===== config.mk =====
export PLATFORM = sky130hd
export DESIGN_NAME = osc_speed_curve
export DESIGN_NICKNAME = d
export VERILOG_FILES = /design/src/osc_pkg.sv /design/src/osc_ratio.sv /design/src/osc_pwm_gen.sv /design/src/osc_speed_curve.sv
export SDC_FILE = /design/constraint.sdc
export NUM_CORES = 2
export LEC_CHECK = 0
export BUFFER_PORTS_ARGS = -buffer_cell sky130_fd_sc_hd__buf_2
export CAP_MARGIN = 20
export CORE_ASPECT_RATIO = 0.75
export CORE_UTILIZATION = 52
export DETAILED_ROUTE_END_ITERATION = 6
export GPL_TIMING_DRIVEN = 0
export PLACE_DENSITY = 0.69
export SETUP_SLACK_MARGIN = 0.4
export SYNTH_ARGS = -nofsm -noshare
export SYNTH_HDL_FRONTEND = slang
export SYNTH_SLANG_ARGS = --single-unit

===== constraint.sdc =====
create_clock -name clock -period 11.1 [get_ports clock]
set_input_delay 0.555 -clock clock [delete_from_list [all_inputs] [get_ports clock]]
set_output_delay 0.555 -clock clock [all_outputs]
set_load 0.02 [all_outputs]

===== src/osc_pkg.sv =====
// shared constants of the open-loop speed curve: register map, field positions,
// reset values and timing figures. assumes a 50 MHz core clock.
`default_nettype none
package osc_pkg;
   // core clock
   localparam int unsigned CLK_HZ = 50_000_000;
   // register offsets, byte registers
   localparam logic [7:0] OFS_HALT = 8'h02;
   localparam logic [7:0] OFS_LAUNCH = 8'h03;
   localparam logic [7:0] OFS_KNEE = 8'h04;
   localparam logic [7:0] OFS_CEILING = 8'h05;
   localparam logic [7:0] OFS_FLOOR = 8'h06;
   localparam logic [7:0] OFS_HYST = 8'h07;
   localparam logic [7:0] OFS_GAIN1_LO = 8'h08;
   localparam logic [7:0] OFS_GAIN1_HI = 8'h09;
   localparam logic [7:0] OFS_GAIN2_LO = 8'h0a;
   localparam logic [7:0] OFS_GAIN2_HI = 8'h0b;
   localparam logic [7:0] OFS_CMD_LO = 8'h0c;
   localparam logic [7:0] OFS_STATUS = 8'h0d;
   localparam logic [7:0] OFS_OUT_LO = 8'h0e;
   localparam logic [7:0] OFS_CONTROL = 8'h0f;
   // field positions
   localparam int unsigned BIT_KEEP_RUNNING = 7;
   localparam int unsigned BIT_LINEAR_ABOVE = 1;
   localparam int unsigned BIT_FULL_AT_ZERO = 0;
   localparam int unsigned BIT_SOURCE_ANALOG = 0;
   // value of every register after reset
   localparam logic [7:0] REG_RESET = 8'h00;
   // duty scale: 512 steps is 100 %
   localparam int unsigned DUTY_BITS = 9;
   localparam logic [9:0] DUTY_FULL = 10'h200;
   localparam logic [9:0] CEILING_BASE = 10'h101;
   // gains are fixed point with 10 fraction bits
   localparam int unsigned GAIN_FRAC = 10;
   // command pwm: 9 bits held up to this frequency, sample tick derived from it
   localparam int unsigned CMD_FULLRES_HZ = 20_000;
   localparam int unsigned CMD_SAMPLE_DIV = CLK_HZ / (CMD_FULLRES_HZ * 512);
   // lowest command frequency; no edge for two such periods means 0 % or 100 %
   localparam int unsigned CMD_MIN_HZ = 1_000;
   localparam int unsigned CMD_TIMEOUT_CYC = 2 * (CLK_HZ / CMD_MIN_HZ);
   // output pwm: 9 bits at this frequency, prescale rounded down
   localparam int unsigned OUT_PWM_HZ = 23_400;
   localparam int unsigned OUT_PRESCALE = CLK_HZ / (OUT_PWM_HZ * 512);
   // ratio unit states
   typedef enum logic [1:0] {
      OSC_DIV_IDLE = 2'b01,
      OSC_DIV_RUN = 2'b10
   } osc_div_state_t;
endpackage : osc_pkg
`default_nettype wire


===== src/osc_ratio.sv =====
// serial ratio unit: quot = num * 512 / den, saturating at 512 when num >= den.
// assumes start is a one-cycle pulse on the core clock; a start while busy is ignored.
`timescale 1ns/1ps
`default_nettype none
module osc_ratio #(
   parameter int unsigned W = 17
) (
   // clock and reset
   input wire logic clock,
   input wire logic rstn,
   // request
   input wire logic start,
   input wire logic [W-1:0] num,
   input wire logic [W-1:0] den,
   // answer
   output logic busy,
   output logic done,
   output logic [9:0] quot
);
   import osc_pkg::*;
   osc_div_state_t state, next_state;
   logic [W:0] rem, next_rem;
   logic [W-1:0] dv, next_dv;
   logic [8:0] q, next_q;
   logic [3:0] cnt, next_cnt;
   logic full, next_full;
   logic next_done;
   logic [9:0] next_quot;
   logic [W:0] shifted;

   // one fraction bit per cycle, nine cycles per request
   always_comb begin
      next_state = state;
      next_rem = rem;
      next_dv = dv;
      next_q = q;
      next_cnt = cnt;
      next_full = full;
      next_done = 1'b0;
      next_quot = quot;
      shifted = {rem[W-1:0], 1'b0};
      case (state)
         OSC_DIV_IDLE: begin
            if (start) begin
               next_rem = {1'b0, num};
               next_dv = den;
               next_full = (num >= den);
               next_q = 9'h000;
               next_cnt = 4'h9;
               next_state = OSC_DIV_RUN;
            end
         end
         OSC_DIV_RUN: begin
            if (shifted >= {1'b0, dv}) begin
               next_rem = shifted - {1'b0, dv};
               next_q = {q[7:0], 1'b1};
            end else begin
               next_rem = shifted;
               next_q = {q[7:0], 1'b0};
            end
            next_cnt = cnt - 4'h1;
            if (cnt == 4'h1) begin
               next_done = 1'b1;
               next_quot = full ? DUTY_FULL : {1'b0, next_q};
               next_state = OSC_DIV_IDLE;
            end
         end
         default: next_state = OSC_DIV_IDLE;
      endcase
   end

   // state registers
   always_ff @(posedge clock or negedge rstn) begin
      if (!rstn) begin
         state <= OSC_DIV_IDLE;
         rem <= '0;
         dv <= '0;
         q <= 9'h000;
         cnt <= 4'h0;
         full <= 1'b0;
         done <= 1'b0;
         quot <= 10'h000;
      end else begin
         state <= next_state;
         rem <= next_rem;
         dv <= next_dv;
         q <= next_q;
         cnt <= next_cnt;
         full <= next_full;
         done <= next_done;
         quot <= next_quot;
      end
   end

   assign busy = (state == OSC_DIV_RUN);
endmodule : osc_ratio
`default_nettype wire


===== src/osc_pwm_gen.sv =====
// output pwm generator: 9-bit duty, one count step every PRESCALE clocks.
// assumes duty in 1/512 steps; 512 drives the output high for the whole period.
`timescale 1ns/1ps
`default_nettype none
module osc_pwm_gen #(
   parameter int unsigned PRESCALE = osc_pkg::OUT_PRESCALE
) (
   // clock and reset
   input wire logic clock,
   input wire logic rstn,
   // duty in, pwm out
   input wire logic [9:0] duty,
   output logic pwm
);
   import osc_pkg::*;
   logic [7:0] pre, next_pre;
   logic [8:0] cnt, next_cnt;
   logic next_pwm;

   // period counter and compare
   always_comb begin
      next_pre = pre + 8'h01;
      next_cnt = cnt;
      if (pre == 8'(PRESCALE - 1)) begin
         next_pre = 8'h00;
         next_cnt = cnt + 9'h001;
      end
      next_pwm = ({1'b0, cnt} < duty);
   end

   // registers
   always_ff @(posedge clock or negedge rstn) begin
      if (!rstn) begin
         pre <= 8'h00;
         cnt <= 9'h000;
         pwm <= 1'b0;
      end else begin
         pre <= next_pre;
         cnt <= next_cnt;
         pwm <= next_pwm;
      end
   end
endmodule : osc_pwm_gen
`default_nettype wire


===== src/osc_speed_curve.sv =====
// open-loop speed curve: speed command (pwm pin or analog code) to output pwm duty.
// assumes a 50 MHz clock, adc codes from logic on the same clock, a plain register port.
//
// Implementation choice: strobed register access.
`timescale 1ns/1ps
`default_nettype none
module osc_speed_curve #(
   parameter int unsigned CMD_TIMEOUT = osc_pkg::CMD_TIMEOUT_CYC,
   parameter int unsigned ADC_W = 10,
   parameter logic [ADC_W-1:0] ADC_LOW = '0,
   parameter logic [ADC_W-1:0] ADC_HIGH = '1
) (
   // clock and reset
   input wire logic clock,
   input wire logic rstn,
   // register port
   input wire logic [7:0] reg_addr,
   input wire logic [7:0] reg_wdata,
   input wire logic reg_write,
   input wire logic reg_read,
   output logic [7:0] reg_rdata,
   // speed command
   input wire logic speed_command,
   input wire logic [ADC_W-1:0] adc_code,
   input wire logic adc_valid,
   // output pwm
   output logic pwm_out
);
   import osc_pkg::*;

   localparam int unsigned CW = 17;

   // clamp a difference at zero
   function automatic logic [9:0] sub0(input logic [9:0] a, input logic [9:0] b);
      return (a > b) ? (a - b) : 10'h000;
   endfunction : sub0

   // one straight segment: base + span * gain / 1024, saturating at 100 %
   function automatic logic [9:0] seg(input logic [9:0] base, input logic [9:0] span,
                                      input logic [13:0] gain);
      logic [23:0] p;
      logic [14:0] s;
      p = {14'h0000, span} * {10'h000, gain};
      s = {5'h00, base} + {1'b0, p[23:GAIN_FRAC]};
      return (s > {5'h00, DUTY_FULL}) ? DUTY_FULL : s[9:0];
   endfunction : seg

   // registers seen by software
   logic [7:0] halt_threshold_and_keep_running, launch_threshold, knee_point;
   logic [7:0] ceiling_threshold, floor_output_level, ceiling_hysteresis;
   logic [7:0] first_gain_low, first_gain_high_and_options;
   logic [7:0] second_gain_low, second_gain_high, control;
   logic [7:0] next_halt, next_launch, next_knee, next_ceiling, next_floor, next_hyst;
   logic [7:0] next_g1_lo, next_g1_hi, next_g2_lo, next_g2_hi, next_control;
   logic [7:0] next_rdata;

   // block state
   logic [9:0] cmd_duty, next_cmd_duty;
   logic [9:0] out_duty, next_out_duty;
   logic run, next_run;
   logic pass, next_pass;

   // command capture state
   logic sync1, sync2, level;
   logic [7:0] tick_cnt, next_tick_cnt;
   logic [CW-1:0] high_cnt, next_high_cnt, per_cnt, next_per_cnt;
   logic [CW-1:0] idle_cnt, next_idle_cnt;
   logic div_start;
   logic [CW-1:0] div_num, div_den;
   logic div_busy, div_done;
   logic [9:0] div_quot;

   // decoded fields
   logic source_analog, keep_running, linear_above_ceiling, full_at_zero_command;
   logic [13:0] first_gain, second_gain;
   logic [9:0] start_lvl, stop_lvl, ceil_lvl, knee_lvl, floor_lvl, hys_lvl;
   logic knee_used;
   logic [9:0] knee_out, max_curve, max_out, x, curve;

   assign source_analog = control[BIT_SOURCE_ANALOG];
   assign keep_running = halt_threshold_and_keep_running[BIT_KEEP_RUNNING];
   assign linear_above_ceiling = first_gain_high_and_options[BIT_LINEAR_ABOVE];
   assign full_at_zero_command = first_gain_high_and_options[BIT_FULL_AT_ZERO];
   assign first_gain = {first_gain_high_and_options[7:2], first_gain_low};
   assign second_gain = {second_gain_high[7:2], second_gain_low};

   // register writes
   always_comb begin
      next_halt = halt_threshold_and_keep_running;
      next_launch = launch_threshold;
      next_knee = knee_point;
      next_ceiling = ceiling_threshold;
      next_floor = floor_output_level;
      next_hyst = ceiling_hysteresis;
      next_g1_lo = first_gain_low;
      next_g1_hi = first_gain_high_and_options;
      next_g2_lo = second_gain_low;
      next_g2_hi = second_gain_high;
      next_control = control;
      if (reg_write) begin
         case (reg_addr)
            OFS_HALT: next_halt = reg_wdata;
            OFS_LAUNCH: next_launch = reg_wdata;
            OFS_KNEE: next_knee = reg_wdata;
            OFS_CEILING: next_ceiling = reg_wdata;
            OFS_FLOOR: next_floor = reg_wdata;
            OFS_HYST: next_hyst = {4'h0, reg_wdata[3:0]};
            OFS_GAIN1_LO: next_g1_lo = reg_wdata;
            OFS_GAIN1_HI: next_g1_hi = reg_wdata;
            OFS_GAIN2_LO: next_g2_lo = reg_wdata;
            OFS_GAIN2_HI: next_g2_hi = {reg_wdata[7:1], 1'b0};
            OFS_CONTROL: next_control = {7'h00, reg_wdata[BIT_SOURCE_ANALOG]};
            default: next_control = control;
         endcase
      end
   end

   // read data, valid the cycle after the read strobe; unmapped reads give zero
   always_comb begin
      next_rdata = 8'h00;
      if (reg_read) begin
         case (reg_addr)
            OFS_HALT: next_rdata = halt_threshold_and_keep_running;
            OFS_LAUNCH: next_rdata = launch_threshold;
            OFS_KNEE: next_rdata = knee_point;
            OFS_CEILING: next_rdata = ceiling_threshold;
            OFS_FLOOR: next_rdata = floor_output_level;
            OFS_HYST: next_rdata = ceiling_hysteresis;
            OFS_GAIN1_LO: next_rdata = first_gain_low;
            OFS_GAIN1_HI: next_rdata = first_gain_high_and_options;
            OFS_GAIN2_LO: next_rdata = second_gain_low;
            OFS_GAIN2_HI: next_rdata = second_gain_high;
            OFS_CMD_LO: next_rdata = cmd_duty[7:0];
            OFS_STATUS: next_rdata = {pass, run, out_duty[9:8], 2'b00, cmd_duty[9:8]};
            OFS_OUT_LO: next_rdata = out_duty[7:0];
            OFS_CONTROL: next_rdata = control;
            default: next_rdata = 8'h00;
         endcase
      end
   end

   // register file
   always_ff @(posedge clock or negedge rstn) begin
      if (!rstn) begin
         halt_threshold_and_keep_running <= REG_RESET;
         launch_threshold <= REG_RESET;
         knee_point <= REG_RESET;
         ceiling_threshold <= REG_RESET;
         floor_output_level <= REG_RESET;
         ceiling_hysteresis <= REG_RESET;
         first_gain_low <= REG_RESET;
         first_gain_high_and_options <= REG_RESET;
         second_gain_low <= REG_RESET;
         second_gain_high <= REG_RESET;
         control <= REG_RESET;
         reg_rdata <= 8'h00;
      end else begin
         halt_threshold_and_keep_running <= next_halt;
         launch_threshold <= next_launch;
         knee_point <= next_knee;
         ceiling_threshold <= next_ceiling;
         floor_output_level <= next_floor;
         ceiling_hysteresis <= next_hyst;
         first_gain_low <= next_g1_lo;
         first_gain_high_and_options <= next_g1_hi;
         second_gain_low <= next_g2_lo;
         second_gain_high <= next_g2_hi;
         control <= next_control;
         reg_rdata <= next_rdata;
      end
   end

   // command pin synchroniser, then one more stage for edge detection
   always_ff @(posedge clock or negedge rstn) begin
      if (!rstn) begin
         sync1 <= 1'b0;
         sync2 <= 1'b0;
         level <= 1'b0;
      end else begin
         sync1 <= speed_command;
         sync2 <= sync1;
         level <= sync2;
      end
   end

   // count high and period samples at a fixed tick, so a fast command has fewer steps
   always_comb begin
      next_tick_cnt = tick_cnt + 8'h01;
      next_high_cnt = high_cnt;
      next_per_cnt = per_cnt;
      next_idle_cnt = idle_cnt;
      if (tick_cnt == 8'(CMD_SAMPLE_DIV - 1)) begin
         next_tick_cnt = 8'h00;
         if (per_cnt != '1) begin
            next_per_cnt = per_cnt + CW'(1);
            next_high_cnt = high_cnt + {{(CW-1){1'b0}}, level};
         end
      end
      if (sync2 != level) begin
         next_idle_cnt = '0;
      end else if (idle_cnt != CW'(CMD_TIMEOUT)) begin
         next_idle_cnt = idle_cnt + CW'(1);
      end
      if ((sync2 && !level) || (idle_cnt == CW'(CMD_TIMEOUT))) begin
         next_high_cnt = '0;
         next_per_cnt = '0;
      end
   end

   // the ratio unit serves the selected source: pwm period ends or analog samples
   always_comb begin
      if (source_analog) begin
         div_start = adc_valid;
         div_num = (adc_code > ADC_LOW) ? CW'(adc_code - ADC_LOW) : '0;
         div_den = CW'(ADC_HIGH - ADC_LOW);
      end else begin
         div_start = sync2 && !level && (per_cnt != '0);
         div_num = high_cnt;
         div_den = per_cnt;
      end
   end

   osc_ratio #(
      .W(CW)
   ) u_ratio (
      .clock(clock),
      .rstn(rstn),
      .start(div_start),
      .num(div_num),
      .den(div_den),
      .busy(div_busy),
      .done(div_done),
      .quot(div_quot)
   );

   // command duty: ratio result, or a steady pin level after the timeout
   always_comb begin
      next_cmd_duty = cmd_duty;
      if (div_done) begin
         next_cmd_duty = div_quot;
      end else if (!source_analog && !div_busy && idle_cnt == CW'(CMD_TIMEOUT)) begin
         next_cmd_duty = level ? DUTY_FULL : 10'h000;
      end
   end

   // decoded levels, all in 1/512 of full duty
   always_comb begin
      start_lvl = {2'b00, launch_threshold};
      stop_lvl = {2'b00, halt_threshold_and_keep_running[6:0], 1'b0};
      ceil_lvl = {2'b00, ceiling_threshold} + CEILING_BASE;
      knee_lvl = {1'b0, knee_point, 1'b0};
      floor_lvl = {2'b00, floor_output_level};
      hys_lvl = {5'h00, ceiling_hysteresis[3:0], 1'b0} + 10'h002;
      knee_used = (knee_point != 8'h00);
   end

   // piecewise curve evaluated at the command clamped to [launch, ceiling]
   always_comb begin
      x = (cmd_duty > ceil_lvl) ? ceil_lvl : cmd_duty;
      knee_out = seg(floor_lvl, sub0(knee_lvl, start_lvl), first_gain);
      if (knee_used && x > knee_lvl) begin
         curve = seg(knee_out, sub0(x, knee_lvl), second_gain);
      end else begin
         curve = seg(floor_lvl, sub0(x, start_lvl), first_gain);
      end
      if (knee_used && ceil_lvl > knee_lvl) begin
         max_curve = seg(knee_out, sub0(ceil_lvl, knee_lvl), second_gain);
      end else begin
         max_curve = seg(floor_lvl, sub0(ceil_lvl, start_lvl), first_gain);
      end
      max_out = linear_above_ceiling ? DUTY_FULL : max_curve;
   end

   // run and pass-through flags with their hysteresis
   always_comb begin
      next_run = run;
      if (cmd_duty > start_lvl) begin
         next_run = 1'b1;
      end else if (cmd_duty <= stop_lvl) begin
         next_run = 1'b0;
      end
      next_pass = 1'b0;
      if (linear_above_ceiling) begin
         if (cmd_duty >= ceil_lvl) begin
            next_pass = 1'b1;
         end else if ({1'b0, cmd_duty} + {1'b0, hys_lvl} < {1'b0, ceil_lvl}) begin
            next_pass = 1'b0;
         end else begin
            next_pass = pass;
         end
      end
   end

   // output duty selection
   always_comb begin
      if (keep_running && full_at_zero_command && cmd_duty <= stop_lvl) begin
         next_out_duty = max_out;
      end else if (keep_running && cmd_duty <= start_lvl) begin
         next_out_duty = floor_lvl;
      end else if (cmd_duty == 10'h000) begin
         next_out_duty = full_at_zero_command ? max_out : 10'h000;
      end else if (cmd_duty <= stop_lvl) begin
         next_out_duty = 10'h000;
      end else if (cmd_duty <= start_lvl) begin
         next_out_duty = run ? floor_lvl : 10'h000;
      end else if (pass) begin
         next_out_duty = cmd_duty;
      end else begin
         next_out_duty = curve;
      end
   end

   // command and curve state
   always_ff @(posedge clock or negedge rstn) begin
      if (!rstn) begin
         tick_cnt <= 8'h00;
         high_cnt <= '0;
         per_cnt <= '0;
         idle_cnt <= '0;
         cmd_duty <= 10'h000;
         out_duty <= 10'h000;
         run <= 1'b0;
         pass <= 1'b0;
      end else begin
         tick_cnt <= next_tick_cnt;
         high_cnt <= next_high_cnt;
         per_cnt <= next_per_cnt;
         idle_cnt <= next_idle_cnt;
         cmd_duty <= next_cmd_duty;
         out_duty <= next_out_duty;
         run <= next_run;
         pass <= next_pass;
      end
   end

   // output pwm at 9 bits per period
   osc_pwm_gen #(
      .PRESCALE(OUT_PRESCALE)
   ) u_pwm (
      .clock(clock),
      .rstn(rstn),
      .duty(out_duty),
      .pwm(pwm_out)
   );
endmodule : osc_speed_curve
`default_nettype wire


==> summary.txt <==
Post-synth EDFFs = 0
Switching Share = 50.1%
Post-synth top flop = dfrtp_1
Max-cap violation count = 0
R2r setup slk = -1.11 ns
NetSw = 3.34 mW
Comb power frac = 69.1%
Core area = 0.0771 mm^2
# DRC = 0
Final Hold Viols = 0
Synth Cell Area = 0.0406 mm^2
Final cell count without fillers = 5964
P per Cell Area = 143 mW/mm^2
Worst-margin pin slew = 1.22 ns
Hold Path Class = in -> reg
Final Cycle Share = 110%
Netlist cell types = 101
Fin. max-slew vios = 0
Post-DP HPWL = 103000 um
Clock buffer depth = 3
Die area = 0.0792 mm^2
Gr usage total = 33.5%
DR vias = 35200
Slowest cell delay on critical path = 0.59 ns
Chip Height = 244 um
Vias per cell = 5.90
TritonCTS clock tree = built
WL/cell = 22.2 um
Internal power = 3.32 mW
PnR worst setup slack = -1.11 ns
Critical Path End Type = flop
Worst hold endpoint = sync1
Largest cells by area after synthesis = fa_1, dfrtp_1, ha_1
I/O Buffers = 32
CTS buffer count = 26
Hold path depth = 1
CP Data Required Time = 11.60 ns
Crit path arrival time = 12.70 ns
Clock power frac = 14.1%
Hold Crit Start = speed_command
Peak supply drop = 0.105 mV
Synth-to-layout area growth = 14.7%
Number of global-route vias before repair = 34800
Layout cell share with drive strength beyond 1 = 14.1%
RSZ-0062 raised after global routing = yes
Startpoint Class = flop
Clk_lat worst skew = 0.58 ns
Pleak = 23.2 nW
Synth Warn # = 0
RePlAce Congestion = 1.01
Initial drt markers = 3411
Mapped Avg Cell Area = 8.70 um^2
Most frequent cells in the layout = inv_1, nand2_1, fa_1
Cell total after placement = 5737
First-pass GRT wire length = 205000 um
Synthesized instance count = 4666
Final #Nets = 5871
Failing checks = setup timing
Relative slew slack = 18.0%
R2R Path End = out_duty[0]
Post-Syn Nets = 5636
Max Freq = 81.9 MHz
First-pass detailed-route iteration total = 6
Cell taking the most area after synthesis = fa_1
Sequential share of the synthesized area = 15.2%
Worst-path fanout max = 7
Slowest stage cell, crit path = dfrtp_4
Final setup viols = 10
# IOs = 41
RR Startpoint = knee_point[0]
Kind of critical path = reg -> reg
Fill count = 6715
Status = finished with violations
Final wirelength = 132000 um
Flop pwr share = 16.8%
Clk sink count = 246
Synth top area share = 23.4%
Yosys reg bits = 246
Clk root buf = clkbuf_16
Clock slew at reported path FFs = 0.08 ns
Initial antenna violation count = 16
Most common cell after layout, fill and taps aside = inv_1
Post-synth ARST share = 100%
Final setup skew = 0.0283 ns
Starting Density = 52.7%
Total power draw = 6.66 mW
Largest net degree at the start of global routing = 113
Most used cell along the critical path = a21o_1
# rows = 88
Cells on worst reg2reg path = 49
H-tree levels = 1
Tmin final = 12.21 ns
Antenna-violating nets left = 0
Dpl ws = -2.38 ns
Die Wd = 325 um
Overflow after GRT = 0
-- per-layer routing --
metal / routed length [um] / part of all wire [%] / GRT usage (%)
met1: 59900 / 45 / 51.0
met2: 54600 / 41 / 48.4
met3: 15500 / 12 / 8.22
met4: 2490 / 1.9 / 5.58
met5: 37 / 0.028 / 0
-- repair_timing --
action | in CTS | in global routing
gates cloned | 2 | 0
buffers inserted | 133 | 34
gates resized for setup | 225 | 108
pin swaps | 108 | 87
hold endpoints to repair | 23 | 0
setup endpoints to repair | 10 | 10
hold buffers | 1 | 0
-- layout make-up --
cell class	count	area, um^2	share of cell area (%)
multi-input combinational	3565	33100	71.0
clock buffer	34	751	1.61
buffer	197	1050	2.25
tap	1035	1290	2.78
inverter	660	2500	5.36
antenna	8	20.0	0.0430
timing repair buffer	205	1590	3.40
clock inverter	14	143	0.306
sequential	246	6180	13.3
-- sequential cells by signal, indices dropped and copies added, names as in the netlist, 9 cells and up --
name / cells
u_ratio.quot: 10
high_cnt: 17
u_ratio.dv: 17
idle_cnt: 17
cmd_duty: 10
out_duty: 10
u_ratio.rem: 17
u_pwm.cnt: 9
per_cnt: 17
-- power groups by stage --
stage               logic, mW  registers, mW  clock network (mW)
finish                   4.60           1.12               0.939
global route             4.97           1.12               0.981
CTS                      4.26           1.10               0.947
detailed placement       3.63           1.12                   0
global placement         3.57           1.12                   0
floorplan                2.55           1.06                   0
-- synthesized netlist by cell type (26+ instances only) --
cell        n
inv_1     660
nand2_1   557
fa_1      475
ha_1      463
and2_1    350
dfrtp_1   245
nor2_1    222
clkbuf_1  185
o21ai_0   163
a21oi_1   161
xnor2_1   135
mux2_2     87
a21o_1     84
nand3_1    67
nor3_1     65
xor2_1     63
nor2b_1    60
nand4_1    55
nand2b_1   49
and3_1     38
mux2i_1    38
o21a_1     35
nor4_1     31
o211ai_1   28
a31oi_1    26
-- critical path, delay by kind of cell, from the launching register on --
kind | cells | cell delay, ns
multiplexers | 1 | 0.11
XOR/XNOR | 2 | 0.25
buffers and inverters | 6 | 0.73
AND/OR/NAND/NOR | 10 | 2.49
flip-flops | 1 | 0.59
AO/OA/AOI/OAI | 21 | 4.24
adder cells (fa/ha/maj) | 9 | 3.72
-- logic make-up (layout without fill, tap and decap cells) --
group | Yosys count | count (layout) | synth area share (%)
flip-flops | 246 | 246 | 15.2
other | 0 | 8 | 0
multiplexers | 132 | 132 | 3.74
buffers and inverters | 857 | 1110 | 7.94
AO/OA/AOI/OAI | 714 | 715 | 11.7
AND/OR/NAND/NOR | 1579 | 1580 | 19.5
XOR/XNOR | 199 | 199 | 4.34
adder cells (fa/ha/maj) | 939 | 939 | 37.7
-- worst max-delay path by stage --
stage                    startpoint  cells after the start  slack [ns]           to
6_report              knee_point[0]                     49       -1.11  out_duty[0]
5_1_grt        ceiling_threshold[0]                     57       -1.47  out_duty[1]
4_1_cts               knee_point[0]                     51       -0.83  out_duty[0]
3_5_place_dp          knee_point[0]                     50       -2.38  out_duty[9]
3_3_place_gp   ceiling_threshold[0]                     51       -2.37  out_duty[3]
2_1_floorplan   launch_threshold[1]                     51      -0.008  out_duty[0]
-- through the flow --
step	util, %	setup TNS, ns	cell area (um^2)	hold WS [ns]
after floorplan	-	-0.00829	41200	0.259
after global placement	55.3	-22.51	42700	0.355
after detailed placement	55.5	-22.33	42700	0.341
after CTS	59.4	-7.56	45800	0.0569
after global routing	60.4	-14.14	46600	0.0659
final	60.4	-10.30	46600	0.0819
Note: power is estimated with default switching activity, not from simulation.
